===== src/design/adc_ctrl_pkg.sv =====
// Purpose: Shared constants and types for the converter control registers
// Assumes: Registers reached over AXI4-Lite, byte address is four times the index
// Notes: Register bytes sit in the low lane, upper bits read as zero

package adc_ctrl_pkg;

  // ==========================================================================
  // Bus widths and responses
  localparam int ADDR_W = 8;
  localparam int DATA_W = 32;
  localparam logic [1:0] RESP_OKAY = 2'h0;
  localparam logic [1:0] RESP_SLVERR = 2'h2;

  // ==========================================================================
  // Register indices (byte address = index * 4)
  localparam logic [5:0] IDX_STATUS_CONTROL = 6'h3C;
  localparam logic [5:0] IDX_RESULT_HIGH = 6'h3D;
  localparam logic [5:0] IDX_RESULT_LOW = 6'h3E;
  localparam logic [5:0] IDX_CLOCK_CONFIG = 6'h3F;

  // ==========================================================================
  // Status and control fields
  localparam int FLAG_BIT = 7;
  localparam int IEN_BIT = 6;
  localparam int CONT_BIT = 5;
  localparam int CH_LSB = 0;
  localparam int CH_W = 5;
  localparam logic [7:0] STATUS_RESET = 8'h1F;

  // ==========================================================================
  // Clock configuration fields
  localparam int PRESCALE_LSB = 5;
  localparam int PRESCALE_W = 3;
  localparam int SRC_BIT = 4;
  localparam int JUST_LSB = 2;
  localparam logic [7:0] CLOCK_RESET = 8'h04;

  // ==========================================================================
  // Channel codes
  localparam logic [4:0] CH_LAST_EXT = 5'h07;
  localparam logic [4:0] CH_REF_HIGH = 5'h1D;
  localparam logic [4:0] CH_REF_LOW = 5'h1E;
  localparam logic [4:0] CH_POWER_OFF = 5'h1F;

  // ==========================================================================
  // Conversion timing in converter clock ticks
  localparam logic [4:0] CONV_TICKS = 5'h10;

  // ==========================================================================
  // Types
  typedef enum logic [1:0] {
    JUST_TRUNC8 = 2'h0,
    JUST_RIGHT = 2'h1,
    JUST_LEFT = 2'h2,
    JUST_LEFT_SIGNED = 2'h3
  } justify_e;

  typedef enum logic [1:0] {
    ST_IDLE = 2'h0,
    ST_START = 2'h1,
    ST_CONVERT = 2'h3
  } conv_state_e;

  typedef enum logic [2:0] {
    SEL_NONE = 3'h0,
    SEL_STATUS = 3'h1,
    SEL_HIGH = 3'h2,
    SEL_LOW = 3'h3,
    SEL_CLOCK = 3'h4
  } reg_sel_e;

  typedef struct packed {
    logic start;
    logic conv_tick;
    logic power_down;
    logic ref_high;
    logic ref_low;
    logic [7:0] input_sel;
    logic [4:0] channel;
  } core_ctrl_s;

  typedef struct packed {
    logic [7:0] high;
    logic [7:0] low;
  } result_s;

endpackage : adc_ctrl_pkg


===== src/design/adc_control_registers.sv =====
// Purpose: Control, result and prescaler logic for a 10-bit converter
// Assumes: OSC_CLK and CONV_CODE are synchronous to CLK_SYS
// Notes on behaviour
// - Interrupts off: completion flag sets per conversion, clears on result read.
// - Interrupts on: completion flag never sets and reads zero.
// - Interrupts on: request per conversion, dropped on result read or control write.
// - Continuous bit set: convert repeatedly, update results after each one.
// - Continuous bit clear: one conversion per control register write.
// - Channel codes 0-7 route external inputs; 1D and 1E select references.
// - All-ones channel code powers the converter down.
// - Unused channel codes give an undefined result.
// - Left format: top eight bits high, low two bits top of low.
// - High read freezes results until low read, except truncation format.
// - Right format: top two bits low of high, lower eight low.
// - Left signed format equals left format with msb inverted.
// - Truncation: top eight bits in low register, high reads zero.
// - Prescaler divides by 1, 2, 4, 8, or 16 when top bit set.
// - Clock source one selects bus clock, zero oscillator; reset oscillator.
// - Justify field 00 trunc, 01 right, 10 left, 11 signed; reset right.
// - A control write with a channel code other than all ones starts a conversion of 16 converter clocks.
// - Continuous results overwrite unread ones, interlock permitting.
// - Stop state aborts any conversion and holds the block idle.

`timescale 1ns/1ps

module adc_control_registers (
  // Clock, reset, enable
  input wire logic CLK_SYS,
  input wire logic RST,
  input wire logic CE,
  // AXI4-Lite write address
  input wire logic S_AXI_AWVALID,
  output logic S_AXI_AWREADY,
  input wire logic [adc_ctrl_pkg::ADDR_W-1:0] S_AXI_AWADDR,
  input wire logic [2:0] S_AXI_AWPROT,
  // AXI4-Lite write data and response
  input wire logic S_AXI_WVALID,
  output logic S_AXI_WREADY,
  input wire logic [adc_ctrl_pkg::DATA_W-1:0] S_AXI_WDATA,
  input wire logic [3:0] S_AXI_WSTRB,
  output logic S_AXI_BVALID,
  input wire logic S_AXI_BREADY,
  output logic [1:0] S_AXI_BRESP,
  // AXI4-Lite read
  input wire logic S_AXI_ARVALID,
  output logic S_AXI_ARREADY,
  input wire logic [adc_ctrl_pkg::ADDR_W-1:0] S_AXI_ARADDR,
  input wire logic [2:0] S_AXI_ARPROT,
  output logic S_AXI_RVALID,
  input wire logic S_AXI_RREADY,
  output logic [adc_ctrl_pkg::DATA_W-1:0] S_AXI_RDATA,
  output logic [1:0] S_AXI_RRESP,
  // Analog core side
  input wire logic OSC_CLK,
  input wire logic STOP_MODE,
  input wire logic [9:0] CONV_CODE,
  output adc_ctrl_pkg::core_ctrl_s CORE_CTRL,
  output logic IRQ
);

  // ==========================================================================
  // Helper functions
  // Address to register select
  function automatic adc_ctrl_pkg::reg_sel_e decode_reg(input logic [adc_ctrl_pkg::ADDR_W-1:0] addr);
    case (addr[adc_ctrl_pkg::ADDR_W-1:2])
      adc_ctrl_pkg::IDX_STATUS_CONTROL: decode_reg = adc_ctrl_pkg::SEL_STATUS;
      adc_ctrl_pkg::IDX_RESULT_HIGH: decode_reg = adc_ctrl_pkg::SEL_HIGH;
      adc_ctrl_pkg::IDX_RESULT_LOW: decode_reg = adc_ctrl_pkg::SEL_LOW;
      adc_ctrl_pkg::IDX_CLOCK_CONFIG: decode_reg = adc_ctrl_pkg::SEL_CLOCK;
      default: decode_reg = adc_ctrl_pkg::SEL_NONE;
    endcase
  endfunction : decode_reg

  // Prescale code to last count of the divider
  function automatic logic [3:0] divide_last(input logic [2:0] code);
    if (code[2]) begin
      divide_last = 4'hF;
    end else begin
      case (code[1:0])
        2'h0: divide_last = 4'h0;
        2'h1: divide_last = 4'h1;
        2'h2: divide_last = 4'h3;
        default: divide_last = 4'h7;
      endcase
    end
  endfunction : divide_last

  // Place a 10-bit code into the two result bytes
  function automatic adc_ctrl_pkg::result_s format_result(input logic [9:0] code,
                                                         input adc_ctrl_pkg::justify_e mode);
    adc_ctrl_pkg::result_s r;
    r = '0;
    case (mode)
      adc_ctrl_pkg::JUST_TRUNC8: begin
        r.low = code[9:2];
      end
      adc_ctrl_pkg::JUST_RIGHT: begin
        r.high = {6'h00, code[9:8]};
        r.low = code[7:0];
      end
      adc_ctrl_pkg::JUST_LEFT: begin
        r.high = code[9:2];
        r.low = {code[1:0], 6'h00};
      end
      default: begin
        r.high = {~code[9], code[8:2]};
        r.low = {code[1:0], 6'h00};
      end
    endcase
    format_result = r;
  endfunction : format_result

  // ==========================================================================
  // Declarations
  logic aw_held_reg;
  logic [adc_ctrl_pkg::ADDR_W-1:0] aw_addr_reg;
  logic w_held_reg;
  logic [7:0] w_data_reg;
  logic w_lane0_reg;
  logic bvalid_reg;
  logic [1:0] bresp_reg;
  logic rvalid_reg;
  logic [7:0] rdata_reg;
  logic [1:0] rresp_reg;
  logic ien_reg;
  logic cont_reg;
  logic [4:0] channel_reg;
  logic [2:0] prescale_reg;
  logic src_bus_reg;
  adc_ctrl_pkg::justify_e justify_reg;
  logic flag_reg;
  logic irq_reg;
  logic hold_low_reg;
  adc_ctrl_pkg::result_s result_reg;
  logic osc_q_reg;
  logic [3:0] div_cnt_reg;
  logic tick_out_reg;
  adc_ctrl_pkg::conv_state_e state_reg;
  adc_ctrl_pkg::conv_state_e state_next;
  logic [4:0] tick_cnt_reg;
  logic start_reg;
  logic [7:0] input_sel_reg;
  logic power_down_reg;
  logic ref_high_reg;
  logic ref_low_reg;
  logic do_write;
  logic ar_hs;
  adc_ctrl_pkg::reg_sel_e wr_sel;
  adc_ctrl_pkg::reg_sel_e rd_sel;
  logic wr_status;
  logic wr_clock;
  logic rd_high;
  logic rd_low;
  logic src_tick;
  logic adc_tick;
  logic done;

  // ==========================================================================
  // Bus handshakes and access decode
  assign S_AXI_AWREADY = CE && !aw_held_reg;
  assign S_AXI_WREADY = CE && !w_held_reg;
  assign S_AXI_ARREADY = CE && !rvalid_reg;
  assign S_AXI_BVALID = bvalid_reg;
  assign S_AXI_BRESP = bresp_reg;
  assign S_AXI_RVALID = rvalid_reg;
  assign S_AXI_RDATA = {24'h000000, rdata_reg};
  assign S_AXI_RRESP = rresp_reg;
  assign do_write = CE && aw_held_reg && w_held_reg && !bvalid_reg;
  assign ar_hs = S_AXI_ARVALID && S_AXI_ARREADY;
  assign wr_sel = decode_reg(aw_addr_reg);
  assign rd_sel = decode_reg(S_AXI_ARADDR);
  assign wr_status = do_write && w_lane0_reg && (wr_sel == adc_ctrl_pkg::SEL_STATUS);
  assign wr_clock = do_write && w_lane0_reg && (wr_sel == adc_ctrl_pkg::SEL_CLOCK);
  assign rd_high = ar_hs && (rd_sel == adc_ctrl_pkg::SEL_HIGH);
  assign rd_low = ar_hs && (rd_sel == adc_ctrl_pkg::SEL_LOW);

  // Write address and data capture, in either order
  always_ff @(posedge CLK_SYS or posedge RST) begin
    if (RST) begin
      aw_held_reg <= 1'b0;
      aw_addr_reg <= '0;
      w_held_reg <= 1'b0;
      w_data_reg <= 8'h00;
      w_lane0_reg <= 1'b0;
    end else if (CE) begin
      if (S_AXI_AWVALID && S_AXI_AWREADY) begin
        aw_held_reg <= 1'b1;
        aw_addr_reg <= S_AXI_AWADDR;
      end else if (do_write) begin
        aw_held_reg <= 1'b0;
      end
      if (S_AXI_WVALID && S_AXI_WREADY) begin
        w_held_reg <= 1'b1;
        w_data_reg <= S_AXI_WDATA[7:0];
        w_lane0_reg <= S_AXI_WSTRB[0];
      end else if (do_write) begin
        w_held_reg <= 1'b0;
      end
    end
  end

  // Write response
  always_ff @(posedge CLK_SYS or posedge RST) begin
    if (RST) begin
      bvalid_reg <= 1'b0;
      bresp_reg <= adc_ctrl_pkg::RESP_OKAY;
    end else if (CE) begin
      if (do_write) begin
        bvalid_reg <= 1'b1;
        bresp_reg <= (wr_sel == adc_ctrl_pkg::SEL_NONE) ? adc_ctrl_pkg::RESP_SLVERR : adc_ctrl_pkg::RESP_OKAY;
      end else if (S_AXI_BREADY) begin
        bvalid_reg <= 1'b0;
      end
    end
  end

  // Read data and response
  always_ff @(posedge CLK_SYS or posedge RST) begin
    if (RST) begin
      rvalid_reg <= 1'b0;
      rdata_reg <= 8'h00;
      rresp_reg <= adc_ctrl_pkg::RESP_OKAY;
    end else if (CE) begin
      if (ar_hs) begin
        rvalid_reg <= 1'b1;
        rresp_reg <= adc_ctrl_pkg::RESP_OKAY;
        case (rd_sel)
          adc_ctrl_pkg::SEL_STATUS: rdata_reg <= {flag_reg && !ien_reg, ien_reg, cont_reg, channel_reg};
          adc_ctrl_pkg::SEL_HIGH: rdata_reg <= result_reg.high;
          adc_ctrl_pkg::SEL_LOW: rdata_reg <= result_reg.low;
          adc_ctrl_pkg::SEL_CLOCK: rdata_reg <= {prescale_reg, src_bus_reg, justify_reg, 2'h0};
          default: begin
            rdata_reg <= 8'h00;
            rresp_reg <= adc_ctrl_pkg::RESP_SLVERR;
          end
        endcase
      end else if (S_AXI_RREADY) begin
        rvalid_reg <= 1'b0;
      end
    end
  end

  // ==========================================================================
  // Software registers
  // Status and control; the flag position of the write is ignored
  always_ff @(posedge CLK_SYS or posedge RST) begin
    if (RST) begin
      ien_reg <= adc_ctrl_pkg::STATUS_RESET[adc_ctrl_pkg::IEN_BIT];
      cont_reg <= adc_ctrl_pkg::STATUS_RESET[adc_ctrl_pkg::CONT_BIT];
      channel_reg <= adc_ctrl_pkg::STATUS_RESET[adc_ctrl_pkg::CH_LSB +: adc_ctrl_pkg::CH_W];
    end else if (CE && wr_status) begin
      ien_reg <= w_data_reg[adc_ctrl_pkg::IEN_BIT];
      cont_reg <= w_data_reg[adc_ctrl_pkg::CONT_BIT];
      channel_reg <= w_data_reg[adc_ctrl_pkg::CH_LSB +: adc_ctrl_pkg::CH_W];
    end
  end

  // Clock configuration
  always_ff @(posedge CLK_SYS or posedge RST) begin
    if (RST) begin
      prescale_reg <= adc_ctrl_pkg::CLOCK_RESET[adc_ctrl_pkg::PRESCALE_LSB +: adc_ctrl_pkg::PRESCALE_W];
      src_bus_reg <= adc_ctrl_pkg::CLOCK_RESET[adc_ctrl_pkg::SRC_BIT];
      justify_reg <= adc_ctrl_pkg::justify_e'(adc_ctrl_pkg::CLOCK_RESET[adc_ctrl_pkg::JUST_LSB +: 2]);
    end else if (CE && wr_clock) begin
      prescale_reg <= w_data_reg[adc_ctrl_pkg::PRESCALE_LSB +: adc_ctrl_pkg::PRESCALE_W];
      src_bus_reg <= w_data_reg[adc_ctrl_pkg::SRC_BIT];
      justify_reg <= adc_ctrl_pkg::justify_e'(w_data_reg[adc_ctrl_pkg::JUST_LSB +: 2]);
    end
  end

  // ==========================================================================
  // Converter clock prescaler
  assign src_tick = src_bus_reg ? 1'b1 : (OSC_CLK && !osc_q_reg);
  assign adc_tick = src_tick && (div_cnt_reg >= divide_last(prescale_reg));

  // Divider count on each selected source edge
  always_ff @(posedge CLK_SYS or posedge RST) begin
    if (RST) begin
      osc_q_reg <= 1'b0;
      div_cnt_reg <= 4'h0;
      tick_out_reg <= 1'b0;
    end else if (CE) begin
      osc_q_reg <= OSC_CLK;
      tick_out_reg <= adc_tick;
      if (adc_tick) begin
        div_cnt_reg <= 4'h0;
      end else if (src_tick) begin
        div_cnt_reg <= div_cnt_reg + 4'h1;
      end
    end
  end

  // ==========================================================================
  // Conversion sequencing
  // First tick lands at any phase, so end on the tick after sixteen full periods
  assign done = (state_reg == adc_ctrl_pkg::ST_CONVERT) && adc_tick &&
                (tick_cnt_reg == adc_ctrl_pkg::CONV_TICKS);

  // Next state
  always_comb begin
    state_next = state_reg;
    if (STOP_MODE) begin
      state_next = adc_ctrl_pkg::ST_IDLE;
    end else if (wr_status) begin
      // Restart discards any conversion in flight
      if (w_data_reg[adc_ctrl_pkg::CH_LSB +: adc_ctrl_pkg::CH_W] == adc_ctrl_pkg::CH_POWER_OFF) begin
        state_next = adc_ctrl_pkg::ST_IDLE;
      end else begin
        state_next = adc_ctrl_pkg::ST_START;
      end
    end else begin
      unique case (state_reg)
        adc_ctrl_pkg::ST_IDLE: begin
          if (cont_reg && channel_reg != adc_ctrl_pkg::CH_POWER_OFF) begin
            state_next = adc_ctrl_pkg::ST_START;
          end
        end
        adc_ctrl_pkg::ST_START: state_next = adc_ctrl_pkg::ST_CONVERT;
        adc_ctrl_pkg::ST_CONVERT: begin
          if (done) begin
            state_next = cont_reg ? adc_ctrl_pkg::ST_START : adc_ctrl_pkg::ST_IDLE;
          end
        end
        default: state_next = adc_ctrl_pkg::ST_IDLE;
      endcase
    end
  end

  // State, tick count and start pulse
  always_ff @(posedge CLK_SYS or posedge RST) begin
    if (RST) begin
      state_reg <= adc_ctrl_pkg::ST_IDLE;
      tick_cnt_reg <= 5'h00;
      start_reg <= 1'b0;
    end else if (CE) begin
      state_reg <= state_next;
      start_reg <= (state_next == adc_ctrl_pkg::ST_START);
      if (state_reg != adc_ctrl_pkg::ST_CONVERT) begin
        tick_cnt_reg <= 5'h00;
      end else if (adc_tick) begin
        tick_cnt_reg <= tick_cnt_reg + 5'h01;
      end
    end
  end

  // ==========================================================================
  // Completion flag, interrupt request and results
  // Flag: set wins over a read in the same cycle
  always_ff @(posedge CLK_SYS or posedge RST) begin
    if (RST) begin
      flag_reg <= 1'b0;
    end else if (CE) begin
      if (done && !ien_reg) begin
        flag_reg <= 1'b1;
      end else if (rd_high || rd_low || ien_reg) begin
        flag_reg <= 1'b0;
      end
    end
  end

  // Interrupt request: set wins over a clear in the same cycle
  always_ff @(posedge CLK_SYS or posedge RST) begin
    if (RST) begin
      irq_reg <= 1'b0;
    end else if (CE) begin
      if (done && ien_reg) begin
        irq_reg <= 1'b1;
      end else if (rd_high || rd_low || wr_status) begin
        irq_reg <= 1'b0;
      end
    end
  end

  // High/low interlock
  always_ff @(posedge CLK_SYS or posedge RST) begin
    if (RST) begin
      hold_low_reg <= 1'b0;
    end else if (CE) begin
      if (rd_low || justify_reg == adc_ctrl_pkg::JUST_TRUNC8) begin
        hold_low_reg <= 1'b0;
      end else if (rd_high) begin
        hold_low_reg <= 1'b1;
      end
    end
  end

  // Result latch; unused channel codes pass the core's code as it comes
  always_ff @(posedge CLK_SYS or posedge RST) begin
    if (RST) begin
      result_reg <= '0;
    end else if (CE && done && !hold_low_reg) begin
      result_reg <= format_result(CONV_CODE, justify_reg);
    end
  end

  // ==========================================================================
  // Analog core controls
  // Channel routing and power-down decode
  always_ff @(posedge CLK_SYS or posedge RST) begin
    if (RST) begin
      input_sel_reg <= 8'h00;
      power_down_reg <= 1'b1;
      ref_high_reg <= 1'b0;
      ref_low_reg <= 1'b0;
    end else if (CE) begin
      input_sel_reg <= (channel_reg <= adc_ctrl_pkg::CH_LAST_EXT) ? (8'h01 << channel_reg[2:0]) : 8'h00;
      ref_high_reg <= (channel_reg == adc_ctrl_pkg::CH_REF_HIGH);
      ref_low_reg <= (channel_reg == adc_ctrl_pkg::CH_REF_LOW);
      power_down_reg <= (channel_reg == adc_ctrl_pkg::CH_POWER_OFF) || STOP_MODE;
    end
  end

  // Output assembly from flip-flops
  assign CORE_CTRL.start = start_reg;
  assign CORE_CTRL.conv_tick = tick_out_reg;
  assign CORE_CTRL.power_down = power_down_reg;
  assign CORE_CTRL.ref_high = ref_high_reg;
  assign CORE_CTRL.ref_low = ref_low_reg;
  assign CORE_CTRL.input_sel = input_sel_reg;
  assign CORE_CTRL.channel = channel_reg;
  assign IRQ = irq_reg;

endmodule : adc_control_registers


===== config.mk =====
export PLATFORM = sky130hd
export DESIGN_NAME = adc_control_registers
export DESIGN_NICKNAME = d
export VERILOG_FILES = /design/src/design/adc_ctrl_pkg.sv /design/src/design/adc_control_registers.sv
export SDC_FILE = /design/constraint.sdc
export NUM_CORES = 1
export LEC_CHECK = 0
export ABC_AREA = 1
export BUFFER_PORTS_ARGS = -buffer_cell sky130_fd_sc_hd__buf_2
export CORE_ASPECT_RATIO = 1.25
export CORE_MARGIN = 3
export CORE_UTILIZATION = 35
export DETAILED_ROUTE_END_ITERATION = 12
export PLACE_DENSITY = 0.61
export SETUP_SLACK_MARGIN = 0.02
export SKIP_CTS_REPAIR_TIMING = 1
export SLEW_MARGIN = 20
export SYNTH_ARGS = -nofsm -noshare
export SYNTH_HDL_FRONTEND = slang
export SYNTH_SLANG_ARGS = --single-unit

===== constraint.sdc =====
create_clock -name CLK_SYS -period 2.9 [get_ports CLK_SYS]
set_input_delay 0.58 -clock CLK_SYS [delete_from_list [all_inputs] [get_ports CLK_SYS]]
set_output_delay 0.58 -clock CLK_SYS [all_outputs]
set_load 0.02 [all_outputs]

Word-level counts from Yosys, hierarchy flattened:

Cells that the tools add are included.

* input port bits: 78
* flip-flop bits (word level): 90
* logic and storage cells: 165
* output and inout bits: 60

* add/subtract/negate cells: 2
* bitwise gates (word level): 1
* reduce and logical (&&, ||, !) cells: 65
* order comparisons: 2
* shift operators: 1
* mux-type cells: 35
* eq/ne operators: 28

Operators by type and width (count)
* equality test 6 bit, second input constant: 8
* case mux 8 bit (4 select lines): 1
* logical AND 1 bit: 26
* AND reduction 2 bit: 13
* equality test 5 bit, second input constant: 5
* case mux 3 bit (4 select lines): 2
* case mux 8 bit (3 select lines): 1
* nonzero test 2 bit: 9
* two-way mux 1 bit: 16
* case mux 8 bit (2 select lines): 1
* two-way mux 2 bit: 6
* two-way mux 4 bit: 3
* two-way mux 5 bit: 2
* case mux 3 bit (3 select lines): 1
* equality test 2 x 1 -> 1 bit, second input constant: 4
* two-way mux 8 bit: 1
* << shifter 1 x 3 -> 8 bit, first input constant: 1
* zero test 1 bit: 7
* equality test 2 bit, second input constant: 3
* equality test 3 x 1 -> 1 bit, second input constant: 2
* equality test 3 x 2 -> 1 bit, second input constant: 2
* equality test 3 bit, second input constant: 2
* zero test 2 bit: 3
* case mux 2 bit (3 select lines): 1
* 10 further kinds: 14

Depth between registers and ports, before layout:

* depth after elaboration: 12
* depth in mapped cells: 14
* mapped depth without buffers: 14

Least setup slack after synthesis:

No wires, ideal clock.

* kind: input -> register
* start point: in CE
* end point: reg w_data_reg[0]
* stages on the path: 5
* setup slack: 1.235 ns
* path buffers: 1
* setup time: 0.128 ns
* arrival time: 1.538 ns
* required time: 2.772 ns
* cells stage by stage: buf_4 -> inv_4 -> nor2_2 -> nand2_1 -> mux2_1

* longest elaborated chain between the ends: 3

Ends and longest elaborated chain
* start: declaration: line adc_control_registers.sv:30 `input wire logic CE,`
* logical AND 1 bit: line adc_control_registers.sv:161 `assign S_AXI_WREADY = CE && !w_held_reg;`
* named net S_AXI_WREADY: line adc_control_registers.sv:38 `output logic S_AXI_WREADY,`
* logical AND 1 bit: line adc_control_registers.sv:192 `if (S_AXI_WVALID && S_AXI_WREADY) begin`
* AND reduction 2 bit (no line)
* end signal: assignment: line adc_control_registers.sv:194 `w_data_reg <= S_AXI_WDATA[7:0];`
* end: declaration: line adc_control_registers.sv:118 `logic [7:0] w_data_reg;`

The timed path passes the listed nets, and every way through them passes these cells.
A chain may end at the register's enable or synchronous reset.

Worst setup path after layout:

* start point: reg prescale_reg[2]
* end point: reg result_reg[5] (netlist bit)

* longest elaborated chain between the ends: 7

Ends and longest elaborated chain
* start: declaration: line adc_control_registers.sv:128 `logic [2:0] prescale_reg;`
* start signal: assignment: line adc_control_registers.sv:261 `prescale_reg <= adc_ctrl_pkg::CLOCK_RESET[adc_ctrl_pkg::PRESCALE_LSB +: adc_ctrl_pkg::PRESCALE_W];`
* start signal: assignment: line adc_control_registers.sv:265 `prescale_reg <= w_data_reg[adc_ctrl_pkg::PRESCALE_LSB +: adc_ctrl_pkg::PRESCALE_W];`
* two-way mux 4 bit: line adc_control_registers.sv:76 `if (code[2]) begin`
* greater-or-equal comparator 4 bit: line adc_control_registers.sv:274 `assign adc_tick = src_tick && (div_cnt_reg >= divide_last(prescale_reg));`
* logical AND 1 bit: line adc_control_registers.sv:274
* logical AND 1 bit (2 in a row): line adc_control_registers.sv:296 `assign done = (state_reg == adc_ctrl_pkg::ST_CONVERT) && adc_tick &&`
* logical AND 1 bit (2 in a row): line adc_control_registers.sv:391 `end else if (CE && done && !hold_low_reg) begin`
* end signal: assignment: line adc_control_registers.sv:392 `result_reg <= format_result(CONV_CODE, justify_reg);`
* end: declaration: line adc_control_registers.sv:134 `adc_ctrl_pkg::result_s result_reg;`

Every way passes these cells.

==> metrics.txt <==
Placeable Area 12,270 sq um; final wirelength 9830 um; Synth cell types 42; Slew @ Worst Pin 0.5731 ns; Crit Path Class reg2reg; vias in the first global route 3,378; P per Cell Area 699.9 nW/um^2; Layout area overhead 15.25%; CP arrival 2.30 ns; Fin. Hold Viols 0; # rows 45; CTS Buffer Depth 2; crit path capture type register; Final period util 72.13%; H-tree depth reported by CTS 3; CTS tree yes; dpl cell area 4806 sq um; clock sinks 86; routed vias 3,436; leakage power total 2.555 nW; Cells after Synth 506; WHS 0.3233 ns; Final Util 41.53%; worst skew pair latency 0.34 ns; die height 131.7 um; #FFs+latches synth 86; footprint of the multi-input gates 1846 sq um; remaining antenna violation count after routing 0; cell area after layout 5097 sq um; status finished clean; fmax 478.1 MHz; largest net degree at the start of global routing 87; cts bufs inserted 9; Reg area 2161 sq um; GP Congestion 0.9052; DP HPWL 7429 um; endpoints failing setup 0; final worst slack 0.8083 ns; CP Launch Type register; Port Buffers 74; Inserted Diodes 0; final instance count without filler cells 744; type of the most critical hold path in2async; Syn Area/Cell 8.741 sq um; initial DRC count 185; most common cell after layout, fill and taps aside nand2_1; max reg flops 16; dpl ws 0.8091 ns; Critical Path Start prescale_reg[2]; IO Count 138; WP data required 3.11 ns; total die area 14,030 sq um; Syn Std Cell Area 4423 sq um; initial core utilization 36.03%; crit-path max FO 32; worst vdd ir 0.3015 mV; clock skew 0.007176 ns; post-placement cell count 728; grt total ovfl 0; gr usage total 14.59%; Ys Warns 0; Pwr Total 3.568 mW; commonest non-fill, non-tap cells in the layout 130 x nand2_1, 79 x dfrtp_1, 74 x buf_2; drc violations 0; initial antenna violation count 0; setup TNS 0 ns; first-pass GRT wire length 16,260 um; sequential area share after synthesis 48.85%; worst r2r src prescale_reg[2]; 1st-pass router iterations 6; Vias/cell 4.618; total of max-cap violations 0; RSZ-0062 raised after global routing no; per-cell routed wire length 13.21 um; clock root buffer clkbuf_16; Pins Over Slew Limit 0; Slew headroom 61.72%; layout filler cell count 1,271; clk slew on worst S/H paths 0.06 ns; layout cells sized above 1 24.83%; Tmin final 2.092 ns; fin nets 660; Die X 106.5 um
## cell families (layout without fill, tap and decap cells)
| group | Yosys count | after routing | share of synthesized area [%] |
|---|---|---|---|
| compound gates | 92 | 92 | 12.62 |
| xor+xnor | 5 | 5 | 0.9901 |
| fa+ha+maj | 7 | 7 | 1.980 |
| buf+inv | 94 | 143 | 11.54 |
| flops | 86 | 86 | 48.85 |
| mux | 11 | 11 | 2.800 |
| other cells | 1 | 26 | 0.08478 |
| simple gates | 210 | 210 | 21.13 |
## power by group
part / switching (mW) / leakage, nW / internal (mW) / total, mW
combinational: 0.545 / 1.32 / 0.293 / 0.838
clock: 0.462 / 0.136 / 0.669 / 1.13
sequential: 0.168 / 1.10 / 1.43 / 1.60
total: 1.18 / 2.56 / 2.39 / 3.57
## Yosys cell counts, drive strengths merged
cell / instances / area share [%]
a21oi: 18 / 2.5
a221oi: 1 / 0.20
a22oi: 2 / 0.34
and2: 1 / 0.14
buf: 41 / 7.0
clkbuf: 2 / 0.17
clkinv: 1 / 0.11
conb: 1 / 0.085
dfrtp: 79 / 45
dfstp: 7 / 4.2
ha: 7 / 2.0
inv: 50 / 4.3
mux2: 11 / 2.8
nand2: 133 / 11
nand3: 29 / 3.4
nand3b: 1 / 0.45
nand4: 5 / 1.2
nor2: 38 / 4.1
nor3: 2 / 0.23
o2111ai: 2 / 0.40
o21a: 1 / 0.17
o21ai: 63 / 8.3
o21bai: 1 / 0.17
o22ai: 4 / 0.57
or2: 1 / 0.14
xor2: 5 / 0.99
## per-layer routing
layer  routed length (um)  track usage, %
met2                 4923           24.31
met3                  338           2.506
met1                 4205           17.85
met4                  363           7.889
met5                    0               0
## critical path: stages (launching register included)
cell and delay [ns]:
dfrtp_1 0.42, nor2_1 0.16, nand2_1 0.08, ha_1 0.27, nand3_1 0.09, nand3_2 0.14
nand4_4 0.45, nor2_1 0.30, a21oi_2 0.04
## path summary, 6_finish.rpt
kind / slack [ns] / endpoint / cells past startpoint
min in group CLK_SYS: 0.45 / aw_addr_reg[7] / 2
setup / recovery: 0.81 / result_reg[5] / 8
hold reg to reg: 0.48 / result_reg[3] / 2
hold / removal: 0.32 / S_AXI_BRESP[1] / 3
setup reg to reg: 0.81 / result_reg[5] / 8
max in group asynchronous: 2.19 / rdata_reg[3] / 3
## area by class of cell
cell class                 instances  share of cell area [%]
sequential                        86                   42.39
multi-input combinational        351                   36.21
timing repair buffer              76                   7.806
clock buffer                      11                   4.566
tap                              164                   4.026
inverter                          51                   3.854
clock inverter                     5                   1.154
Note: power is estimated with default switching activity, not from simulation.
